===== src/rx_status_pkg.sv =====
// Purpose: shared constants for the receive status word and receiver control
// Assumes: APB register map, 32-bit data, one aligned word per register
// Notes:   byte thresholds follow Ethernet frame sizes with FCS included
package rx_status_pkg;
  // register byte offsets
  localparam logic [11:0] CTRL_OFFSET   = 12'h000;
  localparam logic [11:0] STAT_OFFSET   = 12'h004;
  localparam logic [11:0] LAST_OFFSET   = 12'h008;
  localparam logic [11:0] COUNT_OFFSET  = 12'h00C;
  // control register fields (mac_control_reg)
  localparam int RX_ENABLE_POS  = 0;
  localparam int MODE_10_POS    = 1;
  localparam int PASS_BAD_POS   = 16;
  localparam logic [31:0] CTRL_RESET = 32'h0000_0000;
  // status register fields
  localparam int RX_ERR_POS     = 0;
  localparam int HALTED_POS     = 1;
  localparam int BUSY_POS       = 2;
  // status word field positions
  localparam int SW_FILTER_FAIL = 30;
  localparam int SW_LEN_LSB     = 16;
  localparam int SW_ERR_SUM     = 15;
  localparam int SW_BROADCAST   = 13;
  localparam int SW_LEN_ERR     = 12;
  localparam int SW_RUNT        = 11;
  localparam int SW_MULTICAST   = 10;
  localparam int SW_TOO_LONG    = 7;
  localparam int SW_LATE_COL    = 6;
  localparam int SW_FRAME_TYPE  = 5;
  localparam int SW_WATCHDOG    = 4;
  localparam int SW_MII_ERR     = 3;
  localparam int SW_DRIBBLE     = 2;
  localparam int SW_CRC_ERR     = 1;
  // byte count thresholds
  localparam int RUNT_BYTES     = 64;
  localparam int MAX_BYTES      = 1518;
  localparam int TYPE_LIMIT     = 1500;
  localparam int HEADER_BYTES   = 14;
  localparam int HDR_FCS_BYTES  = 18;
  localparam int LENTYPE_HI_IDX = 12;
  localparam int LENTYPE_LO_IDX = 13;
  localparam int WDOG_DEFAULT   = 2048;
  localparam int WDOG_MIN       = 2048;
  localparam int WDOG_MAX       = 2560;
  localparam int DRIBBLE_MII    = 4;
  localparam int DRIBBLE_10M    = 3;
endpackage


===== src/frame_byte_counter.sv =====
// Purpose: counts received bytes, catches the length/type field, watchdog
// Assumes: byteValid marks one byte per cycle inside a frame
// Notes:   the count saturates instead of wrapping
`timescale 1ns/1ps
`default_nettype none
module frame_byte_counter
  import rx_status_pkg::*;
#(
  parameter int LEN_W      = 14,
  parameter int WDOG_BYTES = WDOG_DEFAULT
) (
  input  wire logic             clock,
  input  wire logic             rst_n,
  input  wire logic             start,
  input  wire logic             byteValid,
  input  wire logic [7:0]       byteData,
  output logic      [LEN_W-1:0] count,
  output logic      [15:0]      lenType,
  output logic                  wdogHit
);
  logic saturated;
  assign saturated = &count;
  assign wdogHit   = count >= LEN_W'(WDOG_BYTES);

  // byte count and length/type capture, most significant byte first
  always_ff @(posedge clock) begin
    if (!rst_n || start) begin
      count   <= '0;
      lenType <= 16'h0000;
    end else if (byteValid) begin
      if (!saturated) count <= count + LEN_W'(1);
      if (count == LEN_W'(LENTYPE_HI_IDX)) lenType[15:8] <= byteData;
      if (count == LEN_W'(LENTYPE_LO_IDX)) lenType[7:0]  <= byteData;
    end
  end
endmodule
`default_nettype wire


===== src/status_word_pack.sv =====
// Purpose: assembles one 32-bit receive status word from frame flags
// Assumes: all inputs stable when the word is sampled
// Notes:   reserved bits are tied to zero here
`timescale 1ns/1ps
`default_nettype none
module status_word_pack
  import rx_status_pkg::*;
#(
  parameter int LEN_W = 14
) (
  input  wire logic [LEN_W-1:0] length,
  input  wire logic             filterFail,
  input  wire logic             broadcast,
  input  wire logic             lenMismatch,
  input  wire logic             runt,
  input  wire logic             multicast,
  input  wire logic             tooLong,
  input  wire logic             lateCol,
  input  wire logic             frameType,
  input  wire logic             watchdog,
  input  wire logic             miiErr,
  input  wire logic             dribble,
  input  wire logic             crcErr,
  output logic      [31:0]      word
);
  logic errSum;
  // error_summary_flag
  assign errSum = runt | tooLong | lateCol | crcErr;
  // reserved bits 31, 14, 9:8 and 0 stay zero
  always_comb begin
    word = 32'h0000_0000;
    word[SW_FILTER_FAIL] = filterFail;
    word[SW_LEN_LSB +: LEN_W] = length;
    word[SW_ERR_SUM]     = errSum;
    word[SW_BROADCAST]   = broadcast;
    word[SW_LEN_ERR]     = lenMismatch;
    word[SW_RUNT]        = runt;
    word[SW_MULTICAST]   = multicast;
    word[SW_TOO_LONG]    = tooLong;
    word[SW_LATE_COL]    = lateCol;
    word[SW_FRAME_TYPE]  = frameType;
    word[SW_WATCHDOG]    = watchdog;
    word[SW_MII_ERR]     = miiErr;
    word[SW_DRIBBLE]     = dribble;
    word[SW_CRC_ERR]     = crcErr;
  end
endmodule
`default_nettype wire


===== src/rx_status_ctrl.sv =====
// Purpose: per-frame receive status word, receiver stop/start, error flag
// Assumes: frameEnd follows the last byteValid; dataDone marks the data
//          FIFO holding all data of the ended frame
// Notes:   APB slave answers with pready in the first access cycle
`timescale 1ns/1ps
`default_nettype none
module rx_status_ctrl
  import rx_status_pkg::*;
#(
  parameter int LEN_W      = 14,
  parameter int WDOG_BYTES = WDOG_DEFAULT
) (
  input  wire logic        clock,
  input  wire logic        rst_n,
  // APB slave
  input  wire logic        psel,
  input  wire logic        penable,
  input  wire logic        pwrite,
  input  wire logic [11:0] paddr,
  input  wire logic [31:0] pwdata,
  output logic      [31:0] prdata,
  output logic             pready,
  output logic             pslverr,
  // receive events from the mac_interface_layer
  input  wire logic        frameStart,
  input  wire logic        byteValid,
  input  wire logic [7:0]  byteData,
  input  wire logic        frameEnd,
  input  wire logic        fcsBad,
  input  wire logic        rxEr,
  input  wire logic        lateCollision,
  input  wire logic [2:0]  dribbleBits,
  input  wire logic        dstBroadcast,
  input  wire logic        dstMulticast,
  input  wire logic        filterFail,
  input  wire logic        dataDone,
  // FIFO condition inputs
  input  wire logic        statusFifoFull,
  input  wire logic        dataUnderrun,
  input  wire logic        statusUnderrun,
  // outputs
  output logic      [31:0] statusWord,
  output logic             statusPush,
  output logic             frameDrop,
  output logic             receiveEnable,
  output logic             receiverHaltedPulse,
  output logic             receiverErrorFlag
);
  typedef enum logic [1:0] {ST_IDLE, ST_FRAME, ST_DRAIN, ST_STOPPED} state_t;

  initial begin
    if (LEN_W < 12 || LEN_W > 14) $error("LEN_W must be 12..14");
    if (WDOG_BYTES < WDOG_MIN || WDOG_BYTES > WDOG_MAX)
      $error("WDOG_BYTES out of range");
  end

  // register address decode, used by read and write paths
  function automatic logic [2:0] decode(input logic [11:0] a);
    unique case (a)
      CTRL_OFFSET:  decode = 3'h1;
      STAT_OFFSET:  decode = 3'h2;
      LAST_OFFSET:  decode = 3'h3;
      COUNT_OFFSET: decode = 3'h4;
      default:      decode = 3'h0;
    endcase
  endfunction

  state_t            state_reg, state_next;
  logic [31:0]       ctrl_reg;
  logic [31:0]       pending_reg;
  logic              drop_reg;
  logic              rxErSeen_reg;
  logic [31:0]       frameCount_reg;
  logic [LEN_W-1:0]  count;
  logic [15:0]       lenType;
  logic              wdogHit;
  logic [31:0]       packedWord;
  logic              acceptStart;

  // byte counting, length/type capture and watchdog
  frame_byte_counter #(
    .LEN_W      (LEN_W),
    .WDOG_BYTES (WDOG_BYTES)
  ) u_counter (
    .clock     (clock),
    .rst_n     (rst_n),
    .start     (acceptStart),
    .byteValid (byteValid && state_reg == ST_FRAME),
    .byteData  (byteData),
    .count     (count),
    .lenType   (lenType),
    .wdogHit   (wdogHit)
  );

  // frame classification at end of frame
  logic             isRunt;
  logic             isTooLong;
  logic             hasHeader;
  logic             isTypeFrame;
  logic [LEN_W-1:0] payload;
  logic             lenMismatch;
  logic             dribbleOk;
  logic             dribble;
  logic             crcErr;
  logic             miiErr;
  logic             passBad;
  logic             mode10;
  assign passBad     = ctrl_reg[PASS_BAD_POS];
  assign mode10      = ctrl_reg[MODE_10_POS];
  assign isRunt      = count < LEN_W'(RUNT_BYTES);
  assign isTooLong   = count > LEN_W'(MAX_BYTES);
  assign hasHeader   = count >= LEN_W'(HEADER_BYTES);
  assign isTypeFrame = hasHeader && lenType > 16'(TYPE_LIMIT);
  assign payload     = hasHeader ? count - LEN_W'(HDR_FCS_BYTES) : '0;
  // short payloads are padded, so only a field larger than the data or
  // a non-runt frame of another size counts as a mismatch
  assign lenMismatch = hasHeader && !isTypeFrame &&
                       (16'(payload) < lenType ||
                        (!isRunt && 16'(payload) != lenType));
  assign dribbleOk   = mode10 ? dribbleBits >= 3'(DRIBBLE_10M)
                              : dribbleBits == 3'(DRIBBLE_MII);
  assign dribble     = dribbleOk && !lateCollision;
  assign miiErr      = rxErSeen_reg || rxEr;
  assign crcErr      = fcsBad || miiErr;

  // status word assembly
  status_word_pack #(
    .LEN_W (LEN_W)
  ) u_pack (
    .length      (count),
    .filterFail  (filterFail),
    .broadcast   (dstBroadcast),
    .lenMismatch (lenMismatch),
    .runt        (isRunt),
    .multicast   (dstMulticast),
    .tooLong     (isTooLong),
    .lateCol     (lateCollision),
    .frameType   (isTypeFrame),
    .watchdog    (wdogHit),
    .miiErr      (miiErr),
    .dribble     (dribble),
    .crcErr      (crcErr),
    .word        (packedWord)
  );

  // receiver sequencing
  logic rxEnabled;
  logic pushNow;
  logic dropNow;
  logic haltNow;
  assign rxEnabled   = ctrl_reg[RX_ENABLE_POS];
  assign acceptStart = state_reg == ST_IDLE && rxEnabled && frameStart;
  assign pushNow     = state_reg == ST_DRAIN && dataDone && !drop_reg;
  assign dropNow     = state_reg == ST_DRAIN && dataDone && drop_reg;
  assign haltNow     = state_reg == ST_IDLE && !rxEnabled;

  // next state: a frame in progress always finishes before halting
  always_comb begin
    state_next = state_reg;
    unique case (state_reg)
      ST_IDLE: begin
        if (haltNow) state_next = ST_STOPPED;
        else if (acceptStart) state_next = ST_FRAME;
      end
      ST_FRAME: begin
        if (frameEnd) state_next = ST_DRAIN;
      end
      ST_DRAIN: begin
        if (dataDone) state_next = ST_IDLE;
      end
      ST_STOPPED: begin
        if (rxEnabled) state_next = ST_IDLE;
      end
    endcase
  end

  // state and per-frame bookkeeping
  always_ff @(posedge clock) begin
    if (!rst_n) begin
      state_reg    <= ST_IDLE;
      rxErSeen_reg <= 1'b0;
      pending_reg  <= 32'h0000_0000;
      drop_reg     <= 1'b0;
    end else begin
      state_reg <= state_next;
      if (acceptStart) rxErSeen_reg <= 1'b0;
      else if (state_reg == ST_FRAME && rxEr) rxErSeen_reg <= 1'b1;
      if (state_reg == ST_FRAME && frameEnd) begin
        pending_reg <= packedWord;
        drop_reg    <= isRunt && !passBad;
      end
    end
  end

  // output strobes and the word handed to the status FIFO
  always_ff @(posedge clock) begin
    if (!rst_n) begin
      statusWord          <= 32'h0000_0000;
      statusPush          <= 1'b0;
      frameDrop           <= 1'b0;
      receiverHaltedPulse <= 1'b0;
      receiveEnable       <= 1'b0;
    end else begin
      statusPush          <= pushNow;
      frameDrop           <= dropNow;
      receiverHaltedPulse <= haltNow;
      receiveEnable       <= rxEnabled && state_next != ST_STOPPED;
      if (pushNow) statusWord <= pending_reg;
    end
  end

  // APB decode and data selection
  logic        setupPhase;
  logic        writeTaken;
  logic [2:0]  setupSel;
  logic [2:0]  accessSel;
  logic [31:0] statReg;
  logic [31:0] readMux;
  logic        errSet;
  logic        errClr;
  logic        errNext;
  assign setupPhase = psel && !penable;
  assign writeTaken = psel && penable && pready && pwrite;
  assign setupSel   = decode(paddr);
  assign accessSel  = decode(paddr);
  assign statReg    = {29'h0, state_reg == ST_FRAME || state_reg == ST_DRAIN,
                       state_reg == ST_STOPPED, receiverErrorFlag};
  assign readMux    = setupSel == 3'h1 ? ctrl_reg :
                      setupSel == 3'h2 ? statReg :
                      setupSel == 3'h3 ? statusWord :
                      setupSel == 3'h4 ? frameCount_reg : 32'h0000_0000;
  // receiver_error_flag: a new event wins over a same-cycle clear
  assign errSet  = dataUnderrun || statusUnderrun ||
                   (pushNow && statusFifoFull);
  assign errClr  = writeTaken && accessSel == 3'h2 && pwdata[RX_ERR_POS];
  assign errNext = errSet || (receiverErrorFlag && !errClr);

  // APB answer: ready one cycle after setup, error for unmapped offsets
  always_ff @(posedge clock) begin
    if (!rst_n) begin
      pready  <= 1'b0;
      pslverr <= 1'b0;
      prdata  <= 32'h0000_0000;
    end else begin
      pready  <= setupPhase;
      pslverr <= setupPhase && setupSel == 3'h0;
      prdata  <= setupPhase && !pwrite ? readMux : 32'h0000_0000;
    end
  end

  // software registers and counters
  always_ff @(posedge clock) begin
    if (!rst_n) begin
      ctrl_reg          <= CTRL_RESET;
      receiverErrorFlag <= 1'b0;
      frameCount_reg    <= 32'h0000_0000;
    end else begin
      receiverErrorFlag <= errNext;
      if (pushNow) frameCount_reg <= frameCount_reg + 32'h0000_0001;
      if (writeTaken && accessSel == 3'h1) ctrl_reg <= pwdata;
    end
  end
endmodule
`default_nettype wire


===== config.mk =====
export PLATFORM = sky130hd
export DESIGN_NAME = rx_status_ctrl
export DESIGN_NICKNAME = d
export VERILOG_FILES = /design/src/rx_status_pkg.sv /design/src/frame_byte_counter.sv /design/src/status_word_pack.sv /design/src/rx_status_ctrl.sv
export SDC_FILE = /design/constraint.sdc
export NUM_CORES = 1
export LEC_CHECK = 0
export BUFFER_PORTS_ARGS = -buffer_cell sky130_fd_sc_hd__buf_2
export CORE_MARGIN = 2
export CORE_UTILIZATION = 55
export CTS_CLUSTER_DIAMETER = 30
export CTS_CLUSTER_SIZE = 12
export DETAILED_ROUTE_END_ITERATION = 8
export PLACE_DENSITY_LB_ADDON = 0.15
export SLEW_MARGIN = 30
export SYNTH_ARGS = -nofsm -noshare
export SYNTH_HDL_FRONTEND = slang
export SYNTH_SLANG_ARGS = --single-unit

===== constraint.sdc =====
create_clock -name clock -period 5.95 [get_ports clock]
set_input_delay 0.595 -clock clock [delete_from_list [all_inputs] [get_ports clock]]
set_output_delay 0.595 -clock clock [all_outputs]
set_load 0.1 [all_outputs]

# Yosys cells after proc, flatten, opt, wreduce, memory -nomap -nowiden
# Cells that the tools add are included.
dict set report classes {
  addsub 3
  n_lt_le_gt_ge 7
  n_eq_ne 15
  n_mux 13
  n_bitwise 5
  reduce_logical 54
}
# op count
set ops {}
lappend ops {{32-bit 2-to-1 mux} 4}
lappend ops {{32-bit by 1-bit adder with 32-bit output, second input constant} 1}
lappend ops {{14-bit by 4-bit == test with 1-bit output, second input constant} 2}
lappend ops {{1-bit logical AND} 27}
lappend ops {{12-bit by 4-bit == test with 1-bit output, second input constant} 2}
lappend ops {{16-bit by 11-bit greater-than comparator with 1-bit output, second input constant} 1}
lappend ops {{14-bit by 16-bit < comparator with 1-bit output} 1}
lappend ops {{14-bit by 16-bit inequality test with 1-bit output} 1}
lappend ops {{14-bit by 1-bit adder with 14-bit output, second input constant} 1}
lappend ops {{14-bit by 12-bit greater-or-equal comparator with 1-bit output, second input constant} 1}
lappend ops {{14-bit by 4-bit greater-or-equal comparator with 1-bit output, second input constant} 1}
lappend ops {{14-bit by 11-bit greater-than comparator with 1-bit output, second input constant} 1}
lappend ops {{14-bit by 7-bit < comparator with 1-bit output, second input constant} 1}
lappend ops {{14-bit 2-to-1 mux} 1}
lappend ops {{14-bit AND reduction} 1}
lappend ops {{14-bit by 5-bit subtractor with 14-bit output, second input constant} 1}
lappend ops {{12-bit by 3-bit == test with 1-bit output, second input constant} 1}
lappend ops {{12-bit zero test} 1}
lappend ops {{3-bit case mux with 4 select lines} 1}
lappend ops {{1-bit zero test} 10}
lappend ops {{2-bit 2-to-1 mux} 5}
lappend ops {{1-bit logical OR} 8}
lappend ops {{2-bit case mux with 4 select lines} 1}
lappend ops {{2-bit AND reduction} 4}
lappend ops {{13 further kinds} 19}
dict set report word_totals {
  ff_bits 191
  output_inout_bits 71
}

# Logic depth before layout (Yosys ltp)
# Gate-level depths: netlist of the first run.
dict set report depth {
  depth_word 8
  mapped_depth 14
  depth_no_buf 13
}

# By module
# Synthesis of the first run repeated with hierarchy kept, for this count alone.
dict set report hier_totals {
  hier_cells 1088
  area_unflattened_um2 9110.0
}
# mod n_inst cells_per_inst area_per_inst_um2 seq_area_each_um2
set modules_own_cells {}
lappend modules_own_cells {rx_status_ctrl 1 911 7498.4 3423.3}
lappend modules_own_cells {frame_byte_counter 1 143 1360.1 600.6}
lappend modules_own_cells {status_word_pack 1 34 251.5 0.0}

# Least setup slack after synthesis of the first run
# Ideal clock, no wire load.
dict set report synth_timing {
  path_type {reg2reg}
  start {register u_counter.count[7]}
  end {register pending_reg[12]}
  setup_time_ps 74
  arrival_ps 2939
  required_ps 5876
  slack_ps 2936
  path_stages_with_launch 14
  path_cell_list {dfxtp_1 > buf_6 > or4_4 > or3_4 > nor3b_4 > buf_2 > nor2_1 > ha_1 > a211o_1 > a31oi_1 > o21ai_0 > o211ai_1 > a22oi_1 > o21ai_0}
}
dict set report synth_via {
  elab_chain_cells 6
  word_cells_on_any_way 13
  cone_classes {add/sub (1); order compare (3); eq/ne (1); mux (1); reduce/logical (7)}
}
# element line_no
set synth_rtl {}
lappend synth_rtl {{from (decl)} frame_byte_counter.sv:17} ;# output logic [LEN_W-1:0] count,
lappend synth_rtl {{from (signal assigned)} frame_byte_counter.sv:31} ;# if (!saturated) count <= count + LEN_W'(1);
lappend synth_rtl {{parallel branches: the longest is 5 deep, another holds 14-bit by 16-bit < comparator with 1-bit output} n/a}
lappend synth_rtl {{1-bit logical AND *} rx_status_ctrl.sv:117} ;# assign lenMismatch = hasHeader && !isTypeFrame &&
lappend synth_rtl {{to (signal assigned)} rx_status_ctrl.sv:189} ;# pending_reg <= packedWord;
lappend synth_rtl {{to (decl)} rx_status_ctrl.sv:70} ;# logic [31:0] pending_reg;
# Mark *: on every way between the ends.
# A chain may end at the register's enable or synchronous reset.

# Worst setup path after layout of the first run
# Same ends and word-level chain as after synthesis.

==> reports/metrics.yaml, run 1 <==
yosys:
  synth_top_area_share_pct: 45.35
  synth_fa_ha_area_share_pct: 3.710
  yosysWarnings: 0
  synth_top_family_by_area: "simple AND/OR/NAND/NOR gates"
  synthMuxAreaShare_pct: 2.256
  synth_ff_type: "dfxtp_1"
  synth_compound_area_share_pct: 15.02
  avgSynthCellArea_um2: 8.673
  synth-simple-area-share_pct: 23.91
  synthCells: 972
  synth_top_cell_by_area: "dfxtp_1"
  synthTopCellsByArea: "dfxtp_1, nand2_1, a21boi_0"
  async_reset_ff_share_pct: 0
  netlist_area_mm2: 0.008431
  synthXorXnorAreaFrac_pct: 4.987
  ys_ff_latch: 191
  synth_edf_count: 0
  ys_seq_area_share_pct: 45.35
  synth.distinct_cells: 62
cts:
  htree_levels: 4
  clock_sinks: 191
  clockRootBuffer: "clkbuf_16"
  cts_resized: 0
  postCtsSetupBuffers: 0
  clk_pin_slew_ns: 0.07
  cts_tree: "yes"
  cts_buffers: 17
  cts-hold-fix-buffers: 0
  clk_path_buf_depth: 2
  clk_latency_ns: 0.43
cells_and_area:
  fill_cells: 1316
  nets: 1169
  diodes: 0
  drive_above_1_share_pct: 17.91
  syn_to_final_growth_pct: 14.80
power_and_ir_drop:
  power_frac_comb_pct: 12.7
  powerDensity_mw_per_mm2: 281.1
  p_clk_share_pct: 38.1
  ir_worst_vdd_mv: 0.2097
  swShare_pct: 27.79
  internal_power_mw: 1.965
  cellLeakagePower_nw: 3.901
  switchingPower_uw: 756.3
  finalPower_mw: 2.721
  p_seq_share_pct: 49.2
worst_setup_path:
  crit_top_cell: "o21ai_0"
  end_kind: "register"
  r2r_slack_ns: 2.61
  path_cells: "or4_4 -> or3_4 -> nor3b_4 -> nor2_1 -> ha_1 -> a211o_1 -> a31oi_1 -> o21ai_0 -> o211ai_1 -> a22oi_1 -> o21ai_0"
  critPathKind: "register to register"
  cp_slowest_stage_delay_ns: 0.57
  critPathRequiredTime_ns: 6.30
  startpoint_type: "register"
  critPathMaxFanout: 16
  cp.arrival_ns: 3.69
  slowest_stage: "nor3b_4"
hold_path:
  hp-class: "input port to register"
detailed_routing:
  vias: 6981
  ant_nets: 0
  drc_errors: 0
  wl_per_cell_um: 15.44
  finalWirelength_um: 19630
  post_drt_via_cell_ratio: 5.493
  drtIter0Drc: 582
  drt_first_pass_iters: 5
timing:
  min_period_ns: 3.337
  rsz0062_at_grt: "no"
  max_freq_mhz: 299.7
  fin_crit_sh_pct: 56.08
  setup-violations-final: 0
  relSlewSlack_pct: 53.77
  slew_viol_final: 0
  tns_ns: 0
  hold_viol: 0
  worst_slew_pin_slew_ns: 0.6760
  setup_slack_ns: 2.613
  final.setup_skew_ns: 0.01027
  holdWs_ns: 0.3993
outcome:
  status: "complete, no violations"
global_route:
  overflow: 0
  grt_pass1_vias: 6248
  grtUsageTotal_pct: 24.12
  grt_pass1_wl_um: 31350
  antenna_found_initial: 0
  grt_max_degree: 123
job:
  maxCapViolCount: 0
place:
  dp_hpwl_um: 13810
  dp_slack_ns: 2.673
  numPortBuffers: 138
  gp_congestion: 0.8827
die:
  die_width_um: 127.8
  initial_utilization_pct: 55.87
  coreArea_mm2: 0.01509
  fp-row-count: 45
  fp.dieH_um: 127.8
  io_pins: 144
  die_area_mm2: 0.01633
final timing paths:
kind / from / to / cells past startpoint
hold reg to reg: ctrl_reg[30] / ctrl_reg[30] / 2
hold / removal: pwdata[12] / ctrl_reg[12] / 3
setup / recovery: u_counter.count[7] / pending_reg[12] / 11
setup reg to reg: u_counter.count[7] / pending_reg[12] / 11
power by group through the flow:
stage                     combinational (mW)  clock [mW]  sequential [mW]
final                                  0.346        1.04             1.34
after CTS                              0.341        1.05             1.34
after floorplan                        0.212           0             1.41
after detailed placement               0.337           0             1.37
after global placement                 0.337           0             1.37
after global routing                   0.377        1.11             1.34
synthesized netlist by cell type (all sizes together) (3+ instances only):
cell type	instances
o211ai	3
a21boi	82
nand3	24
nand2	183
o21ai	13
dfxtp	191
nor2	93
nor3	15
and3	6
xnor2	36
xor2	12
and4	4
clkbuf	51
a21oi	17
buf	18
a2111oi	3
ha	25
a222oi	25
nor2b	7
or2	4
mux2i	19
and2	39
nor3b	4
nand4	22
inv	26
nor4	7
a22oi	5
a31oi	5
or3	8
worst max-delay path, delay by kind of cell, from the launching register on:
| kind | cells | cell delay (ns) |
|---|---|---|
| AND/OR/NAND/NOR | 4 | 1.64 |
| flip-flops | 1 | 0.39 |
| adder cells (fa/ha/maj) | 1 | 0.34 |
| AO/OA/AOI/OAI | 6 | 0.89 |
layout by cell type, fill, tap and decap left out, types with 6 or more instances in the layout:
cell	instances
buf_4	6
o21ai_0	13
nor2b_1	7
inv_1	26
a21oi_1	17
mux2i_1	19
clkbuf_16	17
a21boi_1	21
nand2_1	179
a222oi_1	25
ha_1	25
nand4_1	22
nor3_1	13
nor4_1	6
buf_2	138
a21boi_0	61
xnor2_1	36
and3_1	6
nand3_1	24
and2_1	37
xor2_1	12
dfxtp_1	191
nor2_1	90
or3_1	6
final cells by class:
type                       count  area [um^2]  share of cell area, %
tap                          188        235.2                  2.431
sequential                   191         3824                  39.51
timing repair buffer         145        747.0                  7.718
multi-input combinational    690         4240                  43.81
clock inverter                11        87.58                 0.9050
inverter                      26        97.59                  1.008
clock buffer                  20        446.7                  4.615
layer usage:
metal  GRT usage [%]  routed length (um)
met5               0                   0
met4           5.495                 229
met3           5.467                 931
met2           39.57                9389
met1           32.63                9075
cell families (layout without fill, tap and decap cells):
logic type / after synthesis / after routing
flops: 191 / 191
simple gates: 424 / 424
buf+inv: 95 / 202
other cells: 1 / 5
compound gates: 169 / 169
xor+xnor: 48 / 48
fa+ha+maj: 25 / 25
mux: 19 / 19
stage by stage:
step / utilization (%) / area [um^2] / instances
floorplan: - / 8446 / 976
global placement: 60.53 / 9134 / 1240
detailed placement: 60.55 / 9136 / 1240
CTS: 64.09 / 9671 / 1271
global route: 64.14 / 9678 / 1271
finish: 64.14 / 9678 / 1271
No activity file was read; power rests on OpenSTA's default activity.
==> run 2, diff against run 1 <==
--- a/config.mk
+++ b/config.mk
@@ -5,9 +5,10 @@
 export SDC_FILE = /design/constraint.sdc
 export NUM_CORES = 1
 export LEC_CHECK = 0
+export ABC_AREA = 1
 export BUFFER_PORTS_ARGS = -buffer_cell sky130_fd_sc_hd__buf_2
 export CORE_MARGIN = 2
-export CORE_UTILIZATION = 55
+export CORE_UTILIZATION = 52
 export CTS_CLUSTER_DIAMETER = 30
 export CTS_CLUSTER_SIZE = 12
 export DETAILED_ROUTE_END_ITERATION = 8
==> constraint.sdc (replaced) <==
create_clock -name clock -period 3.05 [get_ports clock]
set_input_delay 0.305 -clock clock [delete_from_list [all_inputs] [get_ports clock]]
set_output_delay 0.305 -clock clock [all_outputs]
set_load 0.1 [all_outputs]
==> reports/metrics.yaml, run 2 <==
outcome:
  status: "complete, no violations"
place:
  gp_congestion: 0.9520  # +7.9%
  dp_hpwl_um: 18750  # +36%
  dp.cells: 1662  # +34%
  dp_slack_ns: 0.2988  # -2.374 ns
  numPortBuffers: 138  # unchanged
  placed_area_mm2: 0.01002  # +9.7%
worst_setup_path:
  critPathRequiredTime_ns: 3.41  # -2.89 ns
  crit_path_start: "u_counter.count[1]"
  r2r-start: "u_counter.count[1]"
  cp.arrival_ns: 3.08  # -0.61 ns
  critPathMaxFanout: 11  # -5
  startpoint_type: "register"
  end_kind: "register"
  critPathKind: "register to register"
cells_and_area:
  postLayoutCoreUtil_pct: 61.18  # -3.0 points
  final_common_cell: "nor2_1"
  fin_cells: 1694  # +33%
  syn_to_final_growth_pct: 14.95
  diodes: 0  # unchanged
  drive_above_1_share_pct: 14.43  # -3.5 points
  stdcell_area_mm2: 0.01058  # +9.3%
  final_cell_mix: "nor2_1, nand2_1, dfxtp_1"
  nets: 1554  # +33%
yosys:
  ys_seq_area_share_pct: 41.54  # -3.8 points
  synth_ff_type: "dfxtp_1"
  netlist_area_mm2: 0.009205  # +9.2%
  synth_common_cells: "nor2_1, nand2_1, dfxtp_1"
  ys_ff_latch: 191  # unchanged
  synthTopCellsByArea: "dfxtp_1, nor2_1, nand2_1"
  synth_edf_count: 0  # unchanged
  synthCells: 1343  # +38%
  synth_top_cell_by_area: "dfxtp_1"
  async_reset_ff_share_pct: 0  # unchanged
  synth_top_area_share_pct: 41.54  # -3.8 points
  yosysWarnings: 0  # unchanged
  synth.distinct_cells: 42  # -32%
  avgSynthCellArea_um2: 6.854  # -21%
  post-synth-top-count-cell: "nor2_1"
cts:
  clk_pin_slew_ns: 0.07  # about the same
  clockRootBuffer: "clkbuf_16"
  clock_sinks: 191  # unchanged
  cts-hold-fix-buffers: 0  # unchanged
  cts_buffers: 17  # unchanged
  clk_path_buf_depth: 2  # unchanged
  htree_levels: 4  # unchanged
  cts_tree: "yes"
  clk_latency_ns: 0.44  # about the same
  postCtsSetupBuffers: 0  # unchanged
power_and_ir_drop:
  ir_worst_vdd_mv: 0.4454  # +110%
  finalPower_mw: 6.436  # +140%
  powerDensity_mw_per_mm2: 608.2  # +120%
  cellLeakagePower_nw: 4.823  # +24%
timing:
  relSlewSlack_pct: 41.65  # -12 points
  hold_viol: 0  # unchanged
  rsz0062_at_grt: "no"
  fin_crit_sh_pct: 88.90  # +33 points
  slew_viol_final: 0  # unchanged
  setup-violations-final: 0  # unchanged
  final.setup_skew_ns: 0.01010  # -0.0001691 ns
  setup_slack_ns: 0.3385  # -2.275 ns
  max_freq_mhz: 368.8  # +23%
  min_period_ns: 2.712  # -0.6251 ns
  worst_slew_pin_slew_ns: 0.8752  # +0.1992 ns
  holdWs_ns: 0.06023  # -0.3390 ns
  tns_ns: 0  # unchanged
global_route:
  overflow: 0  # unchanged
  grt_pass1_vias: 8385  # +34%
  grt_pass1_wl_um: 41330  # +32%
  antenna_found_initial: 0  # unchanged
  grtUsageTotal_pct: 28.04  # +3.9 points
  grt_max_degree: 102  # -17%
die:
  die_width_um: 137.1  # +7.2%
  fp.dieH_um: 137.1  # +7.2%
  coreArea_mm2: 0.01730  # +15%
  fp-row-count: 48  # +6.7%
  die_area_mm2: 0.01878  # +15%
  initial_utilization_pct: 53.22  # -2.7 points
  io_pins: 144  # unchanged
hold_path:
  hp-class: "input port to register"
  min_from: "penable"
detailed_routing:
  drt_first_pass_iters: 5  # unchanged
  drc_errors: 0  # unchanged
  wl_per_cell_um: 15.17  # -1.8%
  finalWirelength_um: 25700  # +31%
  vias: 9011  # +29%
  post_drt_via_cell_ratio: 5.319  # -3.2%
  ant_nets: 0  # unchanged
  drtIter0Drc: 633  # +8.8%
job:
  maxCapViolCount: 0  # unchanged
run 2: logic make-up (layout without fill, tap and decap cells):
group / Yosys count / after routing / share of synthesized area (%)
AND/OR/NAND/NOR: 672 / 672 / 31.40
AO/OA/AOI/OAI: 230 / 230 / 13.06
buffers and inverters: 211 / 333 / 9.324
flip-flops: 191 / 191 / 41.54
adder cells (fa/ha/maj): 25 / 25 / 3.398
XOR/XNOR: 13 / 13 / 1.237
other: 1 / 5 / 0.04074
run 2: layout make-up:
class                           instances  area [um^2]
Sequential cell                       191         3824
Multi-Input combinational cell        945         4552
Fill cell                            1694         6715
Clock inverter                         13        115.1
Tap cell                              225        281.5
Timing Repair Buffer                  155        818.3
Inverter                              146        548.0
Clock buffer                           19        442.9
run 2: power breakdown:
group          internal (mW)  switching, mW  total (mW)
clock                   1.15           1.01        2.15
sequential              2.68          0.149        2.83
combinational          0.285           1.17        1.45
run 2: worst max-delay path, stage by stage (launching register included):
cell and delay [ns]:
dfxtp_1 0.39, ha_1 0.21, nand3_1 0.10, nor3_1 0.26
nand2_1 0.10, nand2_1 0.19, inv_2 0.14, nor3_1 0.23
ha_1 0.28, nand2_1 0.07, inv_1 0.03, o21ai_0 0.15
a21boi_0 0.19, nand2_1 0.07, nand2_1 0.06, nand2_1 0.05
a21oi_1 0.11
run 2: worst paths after layout:
| check | end | slack [ns] | depth (start not counted) |
|---|---|---|---|
| worst min-delay path | pready | 0.06 | 2 |
| worst min register to register | pending_reg[2] | 0.46 | 2 |
| worst max-delay path | pending_reg[12] | 0.34 | 16 |
| worst max register to register | pending_reg[12] | 0.34 | 16 |
run 2: timing repair:
| action | CTS | global route |
|---|---|---|
| setup endpoints to repair | 0 | 1 |
| gates resized for setup | 0 | 1 |
| hold endpoints to repair | 0 | 0 |
run 2: routing by layer:
metal | vias up | wire, um | GRT usage (%)
met3 | 49 | 1477 | 4.000
met1 | 4071 | 11110 | 35.80
met5 | - | 0 | 0
met4 | 0 | 654 | 9.450
li1 | 4578 | - | -
met2 | 313 | 12450 | 48.42
==> run 3, diff against run 2 <==
--- a/config.mk
+++ b/config.mk
@@ -12,7 +12,7 @@
 export CTS_CLUSTER_DIAMETER = 30
 export CTS_CLUSTER_SIZE = 12
 export DETAILED_ROUTE_END_ITERATION = 8
-export PLACE_DENSITY_LB_ADDON = 0.15
+export PLACE_DENSITY = 0.82
 export SLEW_MARGIN = 30
 export SYNTH_ARGS = -nofsm -noshare
 export SYNTH_HDL_FRONTEND = slang
==> reports/metrics.yaml, run 3 (synthesized netlist as in run 2, its figures left out) <==
die:
  fp-row-count: 48  # unchanged
  initial_utilization_pct: 53.22  # unchanged
  die_width_um: 137.1  # unchanged
  die_area_mm2: 0.01878  # unchanged
  coreArea_mm2: 0.01730  # unchanged
  io_pins: 144  # unchanged
  fp.dieH_um: 137.1  # unchanged
cts:
  clockRootBuffer: "clkbuf_16"
  cts_resized: 0  # unchanged
  clk_latency_ns: 0.44  # about the same
  clock_sinks: 191  # unchanged
  clk_path_buf_depth: 2  # unchanged
  postCtsSetupBuffers: 0  # unchanged
  cts_buffers: 17  # unchanged
  clk_pin_slew_ns: 0.07  # about the same
  cts_tree: "yes"
  cts-hold-fix-buffers: 0  # unchanged
  htree_levels: 4  # unchanged
timing:
  tns_ns: 0  # unchanged
  hold_viol: 0  # unchanged
  setup-violations-final: 0  # unchanged
  worst_slew_pin_slew_ns: 0.8687  # -0.006441 ns
  min_period_ns: 2.776  # +0.06420 ns
  max_freq_mhz: 360.3  # -2.3%
  relSlewSlack_pct: 42.08  # +0.43 points
  final.setup_skew_ns: 0.01271  # +0.002607 ns
  rsz0062_at_grt: "no"
  fin_crit_sh_pct: 91.01  # +2.1 points
  slew_viol_final: 0  # unchanged
power_and_ir_drop:
  cellLeakagePower_nw: 4.833  # +0.21%
  ir_worst_vdd_mv: 0.4394  # -1.3%
  p_clk_share_pct: 33.9  # +0.4 points
  powerDensity_mw_per_mm2: 612.7  # +0.73%
  switchingPower_mw: 2.309  # -0.47%
  swShare_pct: 35.61  # -0.43 points
  p_seq_share_pct: 44.0  # about the same
  power_frac_comb_pct: 22.2  # -0.3 points
  internal_power_mw: 4.174  # +1.4%
worst_setup_path:
  critPathMaxFanout: 11  # unchanged
  r2r-end: "pending_reg[12]"
  critPathRequiredTime_ns: 3.41  # about the same
  cp.arrival_ns: 3.14  # +0.06 ns
  reg2regPathDepth: 16  # unchanged
  r2r-start: "u_counter.count[6]"
  critPathKind: "register to register"
  startpoint_type: "register"
  end_kind: "register"
  r2r_slack_ns: 0.27  # -0.06 ns
hold_path:
  hold_depth: 2  # unchanged
  min_from: "penable"
  hp-class: "input port to register"
  holdPathEnd: "pready"
global_route:
  grt_pass1_wl_um: 40850  # -1.2%
  grtUsageTotal_pct: 27.61  # -0.43 points
  antenna_found_initial: 0  # unchanged
  grt_pass1_vias: 8331  # -0.64%
  overflow: 0  # unchanged
  grt_max_degree: 102  # unchanged
cells_and_area:
  diodes: 0  # unchanged
  drive_above_1_share_pct: 14.18  # -0.25 points
  final_cell_mix: "nor2_1, nand2_1, dfxtp_1"
  nets: 1552  # -0.13%
  syn_to_final_growth_pct: 14.95  # unchanged
  final_common_cell: "nor2_1"
  stdcell_area_mm2: 0.01058  # unchanged
place:
  gp_congestion: 0.9408  # -1.2%
  dp_hpwl_um: 18580  # -0.92%
  numPortBuffers: 138  # unchanged
  placed_area_mm2: 0.01001  # -0.15%
detailed_routing:
  drt_first_pass_iters: 7  # +2
  drc_errors: 0  # unchanged
  finalWirelength_um: 25700  # about the same
  wl_per_cell_um: 15.19  # +0.15%
  vias: 9163  # +1.7%
  ant_nets: 0  # unchanged
  drtIter0Drc: 883  # +39%
  post_drt_via_cell_ratio: 5.415  # +1.8%
job:
  maxCapViolCount: 0  # unchanged
outcome:
  status: "complete, no violations"
[run 3: cell types whose count changed in the layout (fill, tap and decap cells not counted)]
cell        change
buf_4           -2
bufinv_16       +1
clkbuf_1        +1
clkbuf_8        -1
clkinv_2        +1
clkinv_4        +2
clkinvlp_4      -4
inv_1           +1
inv_2           -1
inv_6           -1
inv_8           +1
[run 3: power groups by stage]
stage / combinational, mW / clock [mW] / sequential [mW]
final: 1.44 / 2.19 / 2.85
after global routing: 1.55 / 2.30 / 2.87
after CTS: 1.44 / 2.21 / 2.85
after detailed placement: 1.43 / 0 / 2.90
after global placement: 1.42 / 0 / 2.90
after floorplan: 0.502 / 0 / 3.50
[run 3: layer usage]
metal / share of wire (%) / wire [um] / GRT usage, % / vias up
li1: - / - / - / 4586
met5: 0 / 0 / 0 / -
met3: 6.6 / 1689 / 4.704 / 49
met4: 2.1 / 548 / 9.737 / 0
met2: 49 / 12540 / 47.43 / 356
met1: 42 / 10920 / 34.84 / 4172
[run 3: how the worst max path moves through the flow]
stage / start / depth (start not counted) / end / slack [ns]
4_1_cts: u_counter.count[1] / 16 / pending_reg[12] / 0.32
3_3_place_gp: u_counter.count[1] / 16 / pending_reg[12] / 0.39
2_1_floorplan: u_counter.count[8] / 20 / pending_reg[12] / 0.83
5_1_grt: u_counter.count[1] / 16 / pending_reg[12] / 0.001
3_5_place_dp: u_counter.count[1] / 16 / pending_reg[12] / 0.33
6_report: u_counter.count[6] / 16 / pending_reg[12] / 0.27
[run 3: through the flow]
stage	util [%]	power [mW]	cells	worst slack, ns	hold WS, ns
2_1_floorplan	-	4.000	1347	0.8296	0.3952
3_3_place_gp	57.86	4.319	1660	0.3899	0.4544
3_5_place_dp	57.86	4.332	1660	0.3282	0.4581
4_1_cts	61.18	6.491	1692	0.3164	0.04613
5_1_grt	61.18	6.721	1692	0.001047	0.04895
6_report	61.18	6.483	1692	0.2743	0.06118
[run 3: area by class of cell]
class	count	area (um^2)
clock buffers	19	432.9
clock inverters	13	140.1
fillers	1597	6715
inverters	146	548.0
multi-input cells	945	4552
flip-flops and latches	191	3824
well taps	225	281.5
repair buffers	153	803.3
[run 3: worst max-delay path: stages, from the launching register on]
cell and delay (ns):
dfxtp_1 0.35, nor2_1 0.29, nand3_1 0.20, nor2_1 0.16, nand2_1 0.07, nand2_1 0.19, inv_1 0.23, nor3_1 0.24
ha_1 0.27, nand2_1 0.07, inv_1 0.04, o21ai_0 0.13, a21boi_0 0.19, nand2_1 0.07, nand2_1 0.05, nand2_1 0.05
a21oi_1 0.11
